$ cat config.mk
export PLATFORM = sky130hd
export DESIGN_NAME = alarm_event_block
export DESIGN_NICKNAME = d
export VERILOG_FILES = /design/src/dir_alarm_pkg.sv /design/src/alarm_event_block.sv
export VERILOG_INCLUDE_DIRS = /design/src
export SDC_FILE = /design/constraint.sdc
export NUM_CORES = 2
export LEC_CHECK = 0
export BUFFER_PORTS_ARGS = -buffer_cell sky130_fd_sc_hd__buf_2
export CORE_ASPECT_RATIO = 0.5
export CORE_MARGIN = 4
export CORE_UTILIZATION = 62
export CTS_CLUSTER_SIZE = 30
export DETAILED_ROUTE_END_ITERATION = 16
export PLACE_DENSITY = 0.86
export SLEW_MARGIN = 20
export SYNTH_ARGS = -nofsm -noshare
export SYNTH_HDL_FRONTEND = slang
export SYNTH_SLANG_ARGS = --single-unit
$ cat constraint.sdc
create_clock -name clk -period 16.7 [get_ports clk]
set_input_delay 1.67 -clock clk [delete_from_list [all_inputs] [get_ports clk]]
set_output_delay 1.67 -clock clk [all_outputs]
set_load 0.05 [all_outputs]
$ cat src/dir_alarm_consts.svh
// constants for the directional overcurrent alarm: offsets, fields, resets, timing
// assumes byte addresses on a 32-bit register port, angles in 0.1 degree units
`ifndef DIR_ALARM_CONSTS_SVH
`define DIR_ALARM_CONSTS_SVH
// register byte offsets
`define OFS_CTRL 8'h00
`define OFS_STATUS 8'h04
`define OFS_COUNT 8'h08
`define OFS_EDIT 8'h0C
`define OFS_THR 8'h10
`define OFS_MODE 8'h14
`define OFS_SIZE 8'h18
`define OFS_CENTRE 8'h1C
`define OFS_REC_IDX 8'h20
`define OFS_REC_STAMP 8'h24
`define OFS_REC_INFO 8'h28
`define OFS_REC_MAX 8'h2C
// field positions
`define CTRL_CLR_BIT 8
// reset values and limits of a parameter set (0.01 x In, 0.1 degree)
`define THR_RESET 16'h0078
`define THR_MIN 16'h000A
`define THR_MAX 16'h0FA0
`define SIZE_RESET 11'h370
`define SIZE_MIN 11'h00A
`define SIZE_MAX 11'h6A4
`define CENTRE_RESET 13'h0000
// hysteresis, angle and voltage figures
`define RESET_PCT 7'h61
`define FULL_PCT 7'h64
`define ANG_HYST 11'h014
`define ANG_HALF 15'h0708
`define ANG_FULL 15'h0E10
`define LOW_VOLT 16'h0064
// timing: times in their own unit, counts derived
`define CLK_NS 4
`define MS_NS 1000000
`define MS_CYCLES (`MS_NS / `CLK_NS)
`define PERIOD_MS 5
`define HOLD_MS 500
`define LAG_MS 100
`define HOLD_PERIODS (`HOLD_MS / `PERIOD_MS)
`define LAG_PERIODS (`LAG_MS / `PERIOD_MS)
`endif

$ cat src/dir_alarm_pkg.sv
// types shared by the directional overcurrent alarm and its surroundings
// assumes magnitudes in 0.01 units and signed angles in 0.1 degree units
package dir_alarm_pkg;
	typedef enum logic [1:0] {DIR_FWD, DIR_REV, DIR_NONDIR} dir_e;
	typedef logic signed [12:0] angle_t;
	// one measurement period from the measurement subsystem
	typedef struct packed {
		logic [2:0][15:0] rms;
		logic [2:0][15:0] p2p;
		logic [3:0][15:0] volt;
		logic u1_ok;
		logic short_circ;
		angle_t u1_ang;
		angle_t i1_ang;
		angle_t ll_ang;
		angle_t flt_ang;
		angle_t imp_ang;
	} meas_s;
	// alarm change event toward the shared event buffer
	typedef struct packed {
		logic valid;
		logic on;
		logic [31:0] stamp;
	} event_s;
endpackage

$ cat src/alarm_event_block.sv
// directional overcurrent alarm: pick-up, direction check, angle memory, events
// assumes meas_valid pulses once per 5 ms period and inputs are synchronous to clk
// How it works
// eight parameter sets, one shared selector, writable while running
// each alarm change emits ON or OFF event with 1 ms stamp
// cumulative alarm event count, cleared by software request
// peak-to-peak mode takes magnitudes from raw samples, not RMS
// source gives three currents and four voltages every 5 ms
// each phase compared alone; any phase over threshold picks up
// release only below 97 % of threshold
// one threshold for all phases, 0.10 to 40.00, default 1.20
// direction codes forward, reverse, non-directional; last skips angle check
// sector half-width 1.0 to 170.0 degrees, default 88
// sector centre -180.0 to 180.0 degrees, default 0
// alarm needs magnitude condition and angle inside sector
// reference is positive sequence voltage angle, compared to current angle
// without it, healthy line voltage reference, faulty phase current
// during short-circuit, reference from impedance calculation
// below 1 V, hold pre-fault angle up to 0.5 s
// memory keeps angle from 100 ms before fault onset
// after hold expires, reference forced to zero degrees
// angle condition releases with 2 degrees hysteresis
// start asserts only while blocking input inactive
// last twelve operation records with stamp and fault data
// alarm on with start, off when magnitude or angle releases
//
// Our own choices: the address map and the strobed register port.
`timescale 1ns/1ns
`default_nettype none
`include "dir_alarm_consts.svh"
module alarm_event_block #(
	parameter int N_SETS = 8,
	parameter int N_REC = 12,
	parameter int MS_CYCLES = `MS_CYCLES
) (
	input wire logic clk,
	input wire logic reset,
	input wire logic [7:0] addr,
	input wire logic [31:0] wdata,
	input wire logic wr,
	input wire logic rd,
	output logic [31:0] rdata,
	input wire logic meas_valid,
	input wire dir_alarm_pkg::meas_s meas,
	input wire logic blocking,
	output logic start,
	output logic alarm,
	output dir_alarm_pkg::event_s alarm_event
);
	import dir_alarm_pkg::*;

	localparam int HOLD = `HOLD_PERIODS;
	localparam int LAG = `LAG_PERIODS;
	localparam int DW = $clog2(MS_CYCLES + 1);

	// refuse sizes that the selector, the record index or the divider cannot serve
	if (N_SETS != 8 || N_REC < 1 || N_REC > 16 || MS_CYCLES < 1) begin : g_bad_params
		$error("alarm_event_block: unsupported parameters");
	end

	// ************************************************
	// parameter sets and control registers
	// ************************************************
	logic [15:0] thr_q [N_SETS];
	logic [2:0] mode_q [N_SETS];
	logic [10:0] size_q [N_SETS];
	logic [12:0] centre_q [N_SETS];
	logic [2:0] act_q;
	logic [2:0] edit_q;
	logic [3:0] rec_idx_q;
	logic [15:0] count_q;
	logic [31:0] rdata_q;

	// write decode
	wire wr_ctrl = wr && addr == `OFS_CTRL;
	wire wr_edit = wr && addr == `OFS_EDIT;
	wire wr_thr = wr && addr == `OFS_THR;
	wire wr_mode = wr && addr == `OFS_MODE;
	wire wr_size = wr && addr == `OFS_SIZE;
	wire wr_centre = wr && addr == `OFS_CENTRE;
	wire wr_ridx = wr && addr == `OFS_REC_IDX;
	wire clr_req = wr_ctrl && wdata[`CTRL_CLR_BIT];
	// out-of-range settings are clamped to the legal span
	wire [15:0] thr_w = wdata[15:0] < `THR_MIN ? `THR_MIN :
		(wdata[15:0] > `THR_MAX ? `THR_MAX : wdata[15:0]);
	wire [10:0] size_w = wdata[10:0] < `SIZE_MIN ? `SIZE_MIN :
		(wdata[10:0] > `SIZE_MAX ? `SIZE_MAX : wdata[10:0]);
	wire signed [12:0] cw = wdata[12:0];
	wire [12:0] centre_w = cw > $signed(`ANG_HALF) ? 13'(`ANG_HALF) :
		(cw < -$signed(`ANG_HALF) ? 13'(-`ANG_HALF) : wdata[12:0]);

	// set storage, edited through one window while the active set runs
	always_ff @(posedge clk) begin
		if (reset) begin
			for (int s = 0; s < N_SETS; s++) begin
				thr_q[s] <= `THR_RESET;
				mode_q[s] <= 3'h0;
				size_q[s] <= `SIZE_RESET;
				centre_q[s] <= `CENTRE_RESET;
			end
		end else begin
			if (wr_thr)
				thr_q[edit_q] <= thr_w;
			if (wr_mode)
				mode_q[edit_q] <= {wdata[4], wdata[1:0] == 2'h3 ? 2'h0 : wdata[1:0]};
			if (wr_size)
				size_q[edit_q] <= size_w;
			if (wr_centre)
				centre_q[edit_q] <= centre_w;
		end
	end

	// selector, edit pointer, record index
	always_ff @(posedge clk) begin
		if (reset) begin
			act_q <= 3'h0;
			edit_q <= 3'h0;
			rec_idx_q <= 4'h0;
		end else begin
			if (wr_ctrl)
				act_q <= wdata[2:0];
			if (wr_edit)
				edit_q <= wdata[2:0];
			if (wr_ridx)
				rec_idx_q <= wdata[3:0];
		end
	end

	// active set fields
	wire [15:0] thr = thr_q[act_q];
	wire [1:0] dir = mode_q[act_q][1:0];
	wire p2p_mode = mode_q[act_q][2];
	wire [10:0] size = size_q[act_q];
	wire signed [12:0] centre = centre_q[act_q];

	// ************************************************
	// magnitude comparison per phase
	// ************************************************
	logic [2:0] pick_q;
	logic [2:0] pick_d;
	logic [15:0] mag [3];
	wire [22:0] thr_full = 23'(thr) * 23'(`FULL_PCT);
	wire [22:0] thr_rel = 23'(thr) * 23'(`RESET_PCT);

	for (genvar p = 0; p < 3; p++) begin : g_phase
		assign mag[p] = p2p_mode ? meas.p2p[p] : meas.rms[p];
		wire [22:0] m100 = 23'(mag[p]) * 23'(`FULL_PCT);
		// over threshold picks up, stays until below 97 %
		assign pick_d[p] = pick_q[p] ? m100 >= thr_rel : m100 > thr_full;
	end

	// largest phase of this period
	wire [15:0] mag_ab = mag[0] > mag[1] ? mag[0] : mag[1];
	wire [15:0] mag_max = mag_ab > mag[2] ? mag_ab : mag[2];

	// ************************************************
	// reference angle and angle memory
	// ************************************************
	logic signed [12:0] hist_q [LAG];
	logic signed [12:0] mem_q;
	logic [7:0] hold_q;
	logic low_q;

	// every voltage channel under 1 V means collapse
	wire [3:0] vlow;
	for (genvar v = 0; v < 4; v++) begin : g_volt
		assign vlow[v] = meas.volt[v] < `LOW_VOLT;
	end
	wire volt_low = &vlow;
	// live reference: impedance, positive sequence, or healthy line voltage
	wire signed [12:0] live_ref = meas.short_circ ? meas.imp_ang :
		(meas.u1_ok ? meas.u1_ang : meas.ll_ang);
	wire signed [12:0] cur_ang = meas.u1_ok ? meas.i1_ang : meas.flt_ang;
	wire expired = hold_q >= 8'(HOLD);
	wire signed [12:0] ref_ang = !volt_low ? live_ref :
		(expired ? 13'h0000 : (low_q ? mem_q : hist_q[LAG - 1]));

	// history line, one entry per period without collapse, oldest at the tail
	always_ff @(posedge clk) begin
		if (meas_valid && !volt_low) begin
			hist_q[0] <= live_ref;
			for (int k = 1; k < LAG; k++)
				hist_q[k] <= hist_q[k - 1];
		end
	end

	// hold timer counts periods spent in collapse
	always_ff @(posedge clk) begin
		if (reset) begin
			low_q <= 1'b0;
			hold_q <= 8'h00;
			mem_q <= 13'h0000;
		end else if (meas_valid) begin
			low_q <= volt_low;
			if (volt_low && !low_q)
				mem_q <= hist_q[LAG - 1];
			if (!volt_low)
				hold_q <= 8'h00;
			else if (!expired)
				hold_q <= hold_q + 8'h01;
		end
	end

	// ************************************************
	// direction check
	// ************************************************
	function automatic logic signed [12:0] wrap_ang(input logic signed [14:0] a);
		logic signed [14:0] t;
		t = a;
		for (int i = 0; i < 2; i++) begin
			if (t > $signed(`ANG_HALF))
				t = t - $signed(`ANG_FULL);
			else if (t < -$signed(`ANG_HALF))
				t = t + $signed(`ANG_FULL);
		end
		return t[12:0];
	endfunction

	logic ang_q;
	wire signed [14:0] rev_ofs = dir == 2'(DIR_REV) ? $signed(`ANG_HALF) : 15'sh0000;
	wire signed [12:0] diff = wrap_ang(15'(cur_ang) - 15'(ref_ang) - 15'(centre) + rev_ofs);
	wire [12:0] diff_abs = diff < 0 ? 13'(-diff) : 13'(diff);
	wire [12:0] lim = 13'(size) + (ang_q ? 13'(`ANG_HYST) : 13'h0000);
	wire ang_d = dir == 2'(DIR_NONDIR) || diff_abs <= lim;
	wire start_d = |pick_d && ang_d && !blocking;
	wire alarm_d = start_d;

	logic start_q;
	logic alarm_q;
	logic signed [12:0] diff_q;
	// period results held until the next measurement, angle kept for the records
	always_ff @(posedge clk) begin
		if (reset) begin
			pick_q <= 3'h0;
			ang_q <= 1'b0;
			diff_q <= 13'h0000;
			start_q <= 1'b0;
			alarm_q <= 1'b0;
		end else if (meas_valid) begin
			pick_q <= pick_d;
			ang_q <= ang_d;
			diff_q <= diff;
			start_q <= start_d;
			alarm_q <= alarm_d;
		end
	end

	// ************************************************
	// millisecond time base and events
	// ************************************************
	logic [DW-1:0] div_q;
	logic [31:0] ms_q;
	wire ms_tick = div_q == DW'(MS_CYCLES - 1);
	always_ff @(posedge clk) begin
		if (reset) begin
			div_q <= '0;
			ms_q <= 32'h0000_0000;
		end else begin
			div_q <= ms_tick ? '0 : div_q + DW'(1);
			if (ms_tick)
				ms_q <= ms_q + 32'h0000_0001;
		end
	end

	logic alarm_prev_q;
	event_s ev_q;
	wire change = alarm_q != alarm_prev_q;
	wire on_ev = change && alarm_q;
	always_ff @(posedge clk) begin
		if (reset) begin
			alarm_prev_q <= 1'b0;
			ev_q <= '0;
		end else begin
			alarm_prev_q <= alarm_q;
			ev_q <= '{valid: change, on: alarm_q, stamp: ms_q};
		end
	end

	// counter: an ON event in the clearing cycle is kept
	always_ff @(posedge clk) begin
		if (reset)
			count_q <= 16'h0000;
		else if (on_ev)
			count_q <= clr_req ? 16'h0001 : count_q + 16'h0001;
		else if (clr_req)
			count_q <= 16'h0000;
	end

	// ************************************************
	// operation records, ring of the latest entries
	// ************************************************
	logic [31:0] rec_stamp_q [N_REC];
	logic [31:0] rec_info_q [N_REC];
	logic [31:0] rec_max_q [N_REC];
	logic [3:0] wp_q;
	logic [15:0] ep_max_q;
	logic [2:0] ep_ph_q;
	wire [15:0] ep_max_d = mag_max > ep_max_q ? mag_max : ep_max_q;

	// episode peak and faulted phases, captured while picked up
	always_ff @(posedge clk) begin
		if (reset) begin
			ep_max_q <= 16'h0000;
			ep_ph_q <= 3'h0;
		end else if (meas_valid) begin
			ep_max_q <= |pick_d ? ep_max_d : 16'h0000;
			ep_ph_q <= |pick_d ? (ep_ph_q | pick_d) : 3'h0;
		end
	end

	// one record per alarm change
	always_ff @(posedge clk) begin
		if (reset) begin
			wp_q <= 4'h0;
		end else if (change) begin
			rec_stamp_q[wp_q] <= ms_q;
			rec_info_q[wp_q] <= {7'h00, act_q, ep_ph_q | pick_q, 4'(dir), 1'b0,
				alarm_q, diff_q};
			rec_max_q[wp_q] <= {thr, ep_max_q};
			wp_q <= wp_q == 4'(N_REC - 1) ? 4'h0 : wp_q + 4'h1;
		end
	end

	// ************************************************
	// read path, data one cycle after the strobe
	// ************************************************
	wire [3:0] ri = rec_idx_q < 4'(N_REC) ? rec_idx_q : 4'h0;
	wire [31:0] status = {21'h000000, wp_q, 1'b0, ang_q, pick_q, start_q, alarm_q};
	wire [31:0] rmux =
		addr == `OFS_CTRL ? {29'h0, act_q} :
		addr == `OFS_STATUS ? status :
		addr == `OFS_COUNT ? {16'h0000, count_q} :
		addr == `OFS_EDIT ? {29'h0, edit_q} :
		addr == `OFS_THR ? {16'h0000, thr_q[edit_q]} :
		addr == `OFS_MODE ? {27'h0, mode_q[edit_q][2], 2'h0, mode_q[edit_q][1:0]} :
		addr == `OFS_SIZE ? {21'h0, size_q[edit_q]} :
		addr == `OFS_CENTRE ? {{19{centre_q[edit_q][12]}}, centre_q[edit_q]} :
		addr == `OFS_REC_IDX ? {28'h0, rec_idx_q} :
		addr == `OFS_REC_STAMP ? rec_stamp_q[ri] :
		addr == `OFS_REC_INFO ? rec_info_q[ri] :
		addr == `OFS_REC_MAX ? rec_max_q[ri] : 32'h0000_0000;
	always_ff @(posedge clk) begin
		if (reset)
			rdata_q <= 32'h0000_0000;
		else
			rdata_q <= rd ? rmux : 32'h0000_0000;
	end

	assign rdata = rdata_q;
	assign start = start_q;
	assign alarm = alarm_q;
	assign alarm_event = ev_q;
endmodule
`default_nettype wire

Yosys cells after proc, flatten, opt, wreduce, memory -nomap -nowiden. Memory sizes are Yosys's and may differ from the RTL's. A register that Yosys moved wholly into a read port is not among the register bits. Index checks and enable logic that the tools add are counted.

Register bits: 205. Latch bits: 0. Memory bits (writable): 1636. Bits in read-only memories: 0. Bits of input ports: 273. Output and inout bits: 68. Memories: 8.

Memories: rec_max_q (words 12, bits a word 32, rd ports 1, clocked after Yosys merged registers in 0, write ports 1, RTL line alarm_event_block.sv:294) `logic [31:0] rec_max_q [N_REC];`; rec_stamp_q (words 12, bits a word 32, rd ports 1, clocked after Yosys merged registers in 0, write ports 1, RTL line alarm_event_block.sv:292) `logic [31:0] rec_stamp_q [N_REC];`; rec_info_q (words 12, bits a word 22, rd ports 1, clocked after Yosys merged registers in 0, write ports 1, RTL line alarm_event_block.sv:293) `logic [31:0] rec_info_q [N_REC];`; hist_q (words 20, bits a word 13, rd ports 20, clocked after Yosys merged registers in 0, write ports 20, RTL line alarm_event_block.sv:159) `logic signed [12:0] hist_q [LAG];`; thr_q (words 8, bits a word 16, rd ports 2, clocked after Yosys merged registers in 2, write ports 8, RTL line alarm_event_block.sv:64) `logic [15:0] thr_q [N_SETS];`; centre_q (words 8, bits a word 13, rd ports 2, clocked after Yosys merged registers in 2, write ports 8, RTL line alarm_event_block.sv:67) `logic [12:0] centre_q [N_SETS];`; +2 memories.

Add/sub/neg operators: 14. Multiply operators: 5. Divide/modulo/power cells: 0. Magnitude comparators: 27. Eq/ne operators: 19. Shift-type cells: 0. Multiplexer cells: 97. Bitwise logic cells: 3. Reductions and logical operators: 33.

Operators with widths (count): two-way mux 16 bit (18); two-way mux 32 bit (5); two-way mux 13 bit (12); multiplier 16 x 5 -> 21 bit (second input constant) (4); >= comparator 23 bit (3); greater-than comparator 23 bit (3); two-way mux 3 bit (23); < comparator 16 x 7 -> 1 bit (second input constant) (4); two-way mux 11 bit (5); greater-than comparator 16 bit (3); adder 32 x 1 -> 32 bit (second input constant) (1); == test 8 x 5 -> 1 bit (second input constant) (4); == test 8 x 6 -> 1 bit (second input constant) (4); greater-than comparator 15 x 12 -> 1 bit (second input constant) (2); < comparator 15 x 12 -> 1 bit (second input constant) (2); two-way mux 15 bit (2); two-way mux 1 bit (26); multiplier 16 x 7 -> 23 bit (second input constant) (1); adder 18 x 1 -> 18 bit (second input constant) (1); == test 18 bit (second input constant) (1); adder 16 x 1 -> 16 bit (second input constant) (1); == test 8 x 4 -> 1 bit (second input constant) (2); greater-than comparator 16 x 12 -> 1 bit (second input constant) (1); < comparator 16 x 4 -> 1 bit (second input constant) (1); 46 further kinds (69).

Longest topological paths before layout. An unclocked memory read counts as a cell.

Depth in word-level cells: 19. Mapped depth: 56. Gate-level depth less buffers: 48.

Worst setup path after synthesis. OpenSTA, ideal clock, no wires.

Kind: input to register. Start point: input port meas_valid. End point: memory hist_q[0][0] (enable). Library setup time: 0.886 ns. Data arrival time: 12.882 ns. Slack: 2.932 ns. Stages: 3. Buffers on the path: 1. Cells stage by stage: clkinv_1 clkbuf_1 nor2_1.

RTL lines: start, declared (RTL line alarm_event_block.sv:43) `input wire logic meas_valid,`; end, declared (RTL line alarm_event_block.sv:159).

Final worst setup path.
Start point: input port meas[87] (netlist name). End point: register alarm_q, in the netlist alarm.

Longest elaborated chain between the ends: 18. Elaborated cells between the ends (all ways): 25. Those cells by class: add/sub: 8; order compare: 7; mux: 6; reduce/logical: 4.

RTL lines: start, declared (RTL line alarm_event_block.sv:44) `input wire dir_alarm_pkg::meas_s meas,`; < comparator 16 x 7 -> 1 bit (no line) *; AND reduction 4 bit * (RTL line alarm_event_block.sv:169) `wire volt_low = &vlow;`; two-way mux 13 bit * (RTL line alarm_event_block.sv:175) `wire signed [12:0] ref_ang = !volt_low ? live_ref :`; subtractor 13 x 13 -> 14 bit * (RTL line alarm_event_block.sv:221) `wire signed [12:0] diff = wrap_ang(15'(cur_ang) - 15'(ref_ang) - 15'(centre) + rev_ofs);`; subtractor 14 x 13 -> 15 bit * (RTL line alarm_event_block.sv:221); adder 15 x 12 -> 15 bit * (RTL line alarm_event_block.sv:221); adder 15 x 13 -> 15 bit / < comparator 15 x 12 -> 1 bit (equally long branches) (RTL line alarm_event_block.sv:214, alarm_event_block.sv:213); two-way mux 15 bit (RTL line alarm_event_block.sv:213) `` else if (t < -$signed(`ANG_HALF)) ``; two-way mux 15 bit * (RTL line alarm_event_block.sv:211) `` if (t > $signed(`ANG_HALF)) ``; adder 13 bit / < comparator 15 x 12 -> 1 bit (equally long branches) (RTL line alarm_event_block.sv:214, alarm_event_block.sv:213); two-way mux 13 bit (RTL line alarm_event_block.sv:213); two-way mux 13 bit * (RTL line alarm_event_block.sv:211); negator 13 bit / < comparator 13 x 1 -> 1 bit (equally long branches) (RTL line alarm_event_block.sv:222) `wire [12:0] diff_abs = diff < 0 ? 13'(-diff) : 13'(diff);`; two-way mux 13 bit * (RTL line alarm_event_block.sv:222); less-or-equal comparator 13 x 12 -> 1 bit * (RTL line alarm_event_block.sv:224) `wire ang_d = dir == 2'(DIR_NONDIR) || diff_abs <= lim;`; logical OR 1 bit * (RTL line alarm_event_block.sv:224); logical AND 1 bit * (2 in series) (RTL line alarm_event_block.sv:225) `wire start_d = |pick_d && ang_d && !blocking;`; end signal, assigned (RTL line alarm_event_block.sv:244) `alarm_q <= alarm_d;`; end, declared (RTL line alarm_event_block.sv:229) `logic alarm_q;`.

Every way passes the cells marked *; elsewhere a longest branch is shown, timed or not. A chain may end at the register's enable or synchronous reset.

==> impl_metrics.env <==
export IMPL_post_cts_resized=0
export IMPL_netlist_top_cells_count="1,636 x edfxtp_1, 911 x nand2_1, 557 x nor2_1"
export IMPL_post_drt_wl_per_cell_um=25.9
export IMPL_clk_latency_ns=0.83
export IMPL_die_w_um=543
export IMPL_grt_overflow=0
export IMPL_outcome="finished, final reports clean"
export IMPL_remaining_drc_errors=0
export IMPL_fin_crit_ns=11.60
export IMPL_initial_core_util=0.630
export IMPL_setup_tns_ns=0
export IMPL_seqCellArea_um2=53400
export IMPL_ioPinCount=341
export IMPL_pwr_share_comb=0.265
export IMPL_grt_pass1_vias=61200
export IMPL_grt_pass1_wl_um=358000
export IMPL_drv_slew=0
export IMPL_die_area_um2=150000
export IMPL_seq_power_share=0.432
export IMPL_cts_htree_levels=4
export IMPL_cts_root_buffer_cell="clkbuf_16"
export IMPL_ys_flop_type="edfxtp_1"
export IMPL_synth_top_cell_by_area="edfxtp_1"
export IMPL_areaGrowthSynthToFinish_pct=9.72
export IMPL_tightest_slew_ns=1.30
export IMPL_synth_seq_area_share=0.600
export IMPL_setup_viol=0
export IMPL_syn_inst=7060
export IMPL_grt_usage=0.314
export IMPL_fp_row_count=97
export IMPL_cp_end_kind="register"
export IMPL_core_um2=141000
export IMPL_rsz0062_at_grt="false"
export IMPL_nets=8098
export IMPL_drt_iter0_drc=9303
export IMPL_syn_area_per_cell_um2=12.6
export IMPL_hold_violations=0
export IMPL_clkPwrFrac=0.303
export IMPL_grt_max_degree=148
export IMPL_hpwl_um=147000
export IMPL_gp_congestion=0.945
export IMPL_drive_gt1_frac=0.127
export IMPL_post_cts_setup_buffers=0
export IMPL_p_int_w=0.00858
export IMPL_routed_wl_um=241000
export IMPL_fp_dieH_um=276
export IMPL_yosys_warnings=0
export IMPL_min_period_over_period=0.695
export IMPL_critical_path_most_common_cell="a21oi_1"
export IMPL_yosysMostFrequentCell="edfxtp_1"
export IMPL_cts_buffers=161
export IMPL_multi_input_area_um2=32900
export IMPL_max_freq_mhz=86.2
export IMPL_firstDrtPassIters=12
export IMPL_p_per_area_nw_per_um2=127
export IMPL_max_slew_margin_rel=0.124
export IMPL_cts_sinks=1847
export IMPL_peakVddDrop_mv=0.161
export IMPL_antenna_found_initial=12
export IMPL_synth_top_area_frac=0.553
export IMPL_syn_area_um2=88900
export IMPL_cts_path_max_buffers=4
export IMPL_crit_fanout=28
export IMPL_maxCapViolations=0
export IMPL_hold_path_class="register to register"
export IMPL_critPathMaxStageDelay_ns=0.58
export IMPL_clkTransAtPathRegs_ns=0.07
export IMPL_synth_distinct_cells=105
export IMPL_cp_required_ns=17.41
export IMPL_crit_arrival_ns=12.31
export IMPL_fillers=8963
export IMPL_ant_nets=0
export IMPL_post_place_cells=9001
export IMPL_io_buffers=316
export IMPL_stdcell_count=9292
export IMPL_ys_ff_latch=1847
export IMPL_worstSetupPathType="primary input to register"
export IMPL_synth_area_leaders="edfxtp_1 55%, ha_1 6.6%, dfxtp_1 4.8%, mux4_2 4.4%, nand2_1 3.8%"
export IMPL_cts_hold_buf=0
export IMPL_power_switching_w=0.00380
export IMPL_p_leak_nw=35.8
export IMPL_p_sw_frac=0.307
export IMPL_finClkSkew_ns=0.0879
export IMPL_via_count=62100
export IMPL_via_per_inst=6.69
export IMPL_async_flop_share=0
export IMPL_crit_slowest_cell="clkinv_1"
export IMPL_tritoncts="built"
export IMPL_startpoint_type="primary input"
export IMPL_synth_edf_count=1636
export IMPL_fin_util=0.691
-- worst paths after layout --
| check | startpoint | endpoint | slack, ns | cells after the start |
|---|---|---|---|---|
| worst max-delay path | meas[87] | alarm | 5.10 | 44 |
| worst min-delay path | hist_q[2][36] | hist_q[2][49] | 0.40 | 0 |
| worst max register to register | register | alarm | 5.86 | 38 |
| worst min register to register | hist_q[2][36] | hist_q[2][49] | 0.40 | 0 |
-- cell families (layout without fill, tap and decap cells) --
family / Yosys count / after routing / synth area share
AO/OA/AOI/OAI: 1438 / 1438 / 0.106
multiplexers: 391 / 391 / 0.0694
adder cells (fa/ha/maj): 542 / 542 / 0.0824
buffers and inverters: 763 / 1076 / 0.0325
XOR/XNOR: 151 / 151 / 0.0153
AND/OR/NAND/NOR: 1927 / 1927 / 0.0940
other: 1 / 39 / 0.0000422
flip-flops: 1847 / 1847 / 0.600
-- worst max-delay path, delay by kind of cell --
kind	cells	cell delay, ns
AO/OA/AOI/OAI	19	4.93
buffers and inverters	6	1.19
adder cells (fa/ha/maj)	5	1.78
AND/OR/NAND/NOR	14	2.73
-- placed cells by master, fill, tap and decap left out, drive strengths merged, types with 59 or more instances in the layout --
cell    netlist  routed
edfxtp     1636    1636
nand2       911     911
nor2        558     558
a21oi       528     528
ha          470     470
inv         402     409
buf          98     388
o21ai       244     244
clkbuf      261     220
dfxtp       211     211
mux4        174     174
a221oi      162     162
mux2i       158     158
a211oi      105     105
xnor2        91      91
a221o        77      77
nor2b        75      75
fa           72      72
o22ai        72      72
nand3        66      66
xor2         60      60
mux2         59      59
-- power by group through the flow --
| stage | Combinational, W | Clock, W | Sequential [W] |
|---|---|---|---|
| 4_1_cts | 0.00322 | 0.00376 | 0.00534 |
| 3_5_place_dp | 0.00319 | 0 | 0.00544 |
| 6_report | 0.00328 | 0.00375 | 0.00535 |
| 3_3_place_gp | 0.00309 | 0 | 0.00543 |
| 5_1_grt | 0.00366 | 0.00396 | 0.00536 |
| 2_1_floorplan | 0.00244 | 0 | 0.00538 |
-- metal layers --
layer	part of all wire	up-vias	track usage
met3	0.13	934	0.0841
li1	-	26700	-
met4	0.056	6	0.154
met2	0.46	4644	0.500
met1	0.35	29900	0.405
met5	0.00012	-	0
-- registers in the layout, summed over array words and instances, names as in the netlist, 16 cells and up, named ones only --
| name | cells |
|---|---|
| count_q | 16 |
| rec_max_q | 384 |
| hist_q | 260 |
| centre_q | 104 |
| alarm_event | 34 |
| rec_stamp_q | 384 |
| ep_max_q | 16 |
| ms_q | 32 |
| rdata | 32 |
| div_q | 18 |
| rec_info_q | 264 |
| size_q | 88 |
| mode_q | 24 |
| thr_q | 128 |
-- final cells by class --
class                           count  share of cell area
Sequential cell                  1847               0.547
Multi-Input combinational cell   4481               0.337
Clock buffer                      220              0.0463
Tap cell                         1881              0.0241
Timing Repair Buffer              388              0.0224
Inverter                          404              0.0156
Clock inverter                     64             0.00674
Antenna cell                        7            0.000180
-- through the flow --
stage          worst slack [ns]  instance area [µm²]  hold WS (ns)  total power [W]
2_1_floorplan              2.93                89000         0.400          0.00782
3_3_place_gp               4.83                92300         0.402          0.00852
3_5_place_dp               4.65                92300         0.405          0.00862
4_1_cts                    5.28                97500         0.403           0.0123
5_1_grt                    4.26                97500         0.413           0.0130
6_report                   5.10                97500         0.396           0.0124
Power figures use the tool's default switching activity.
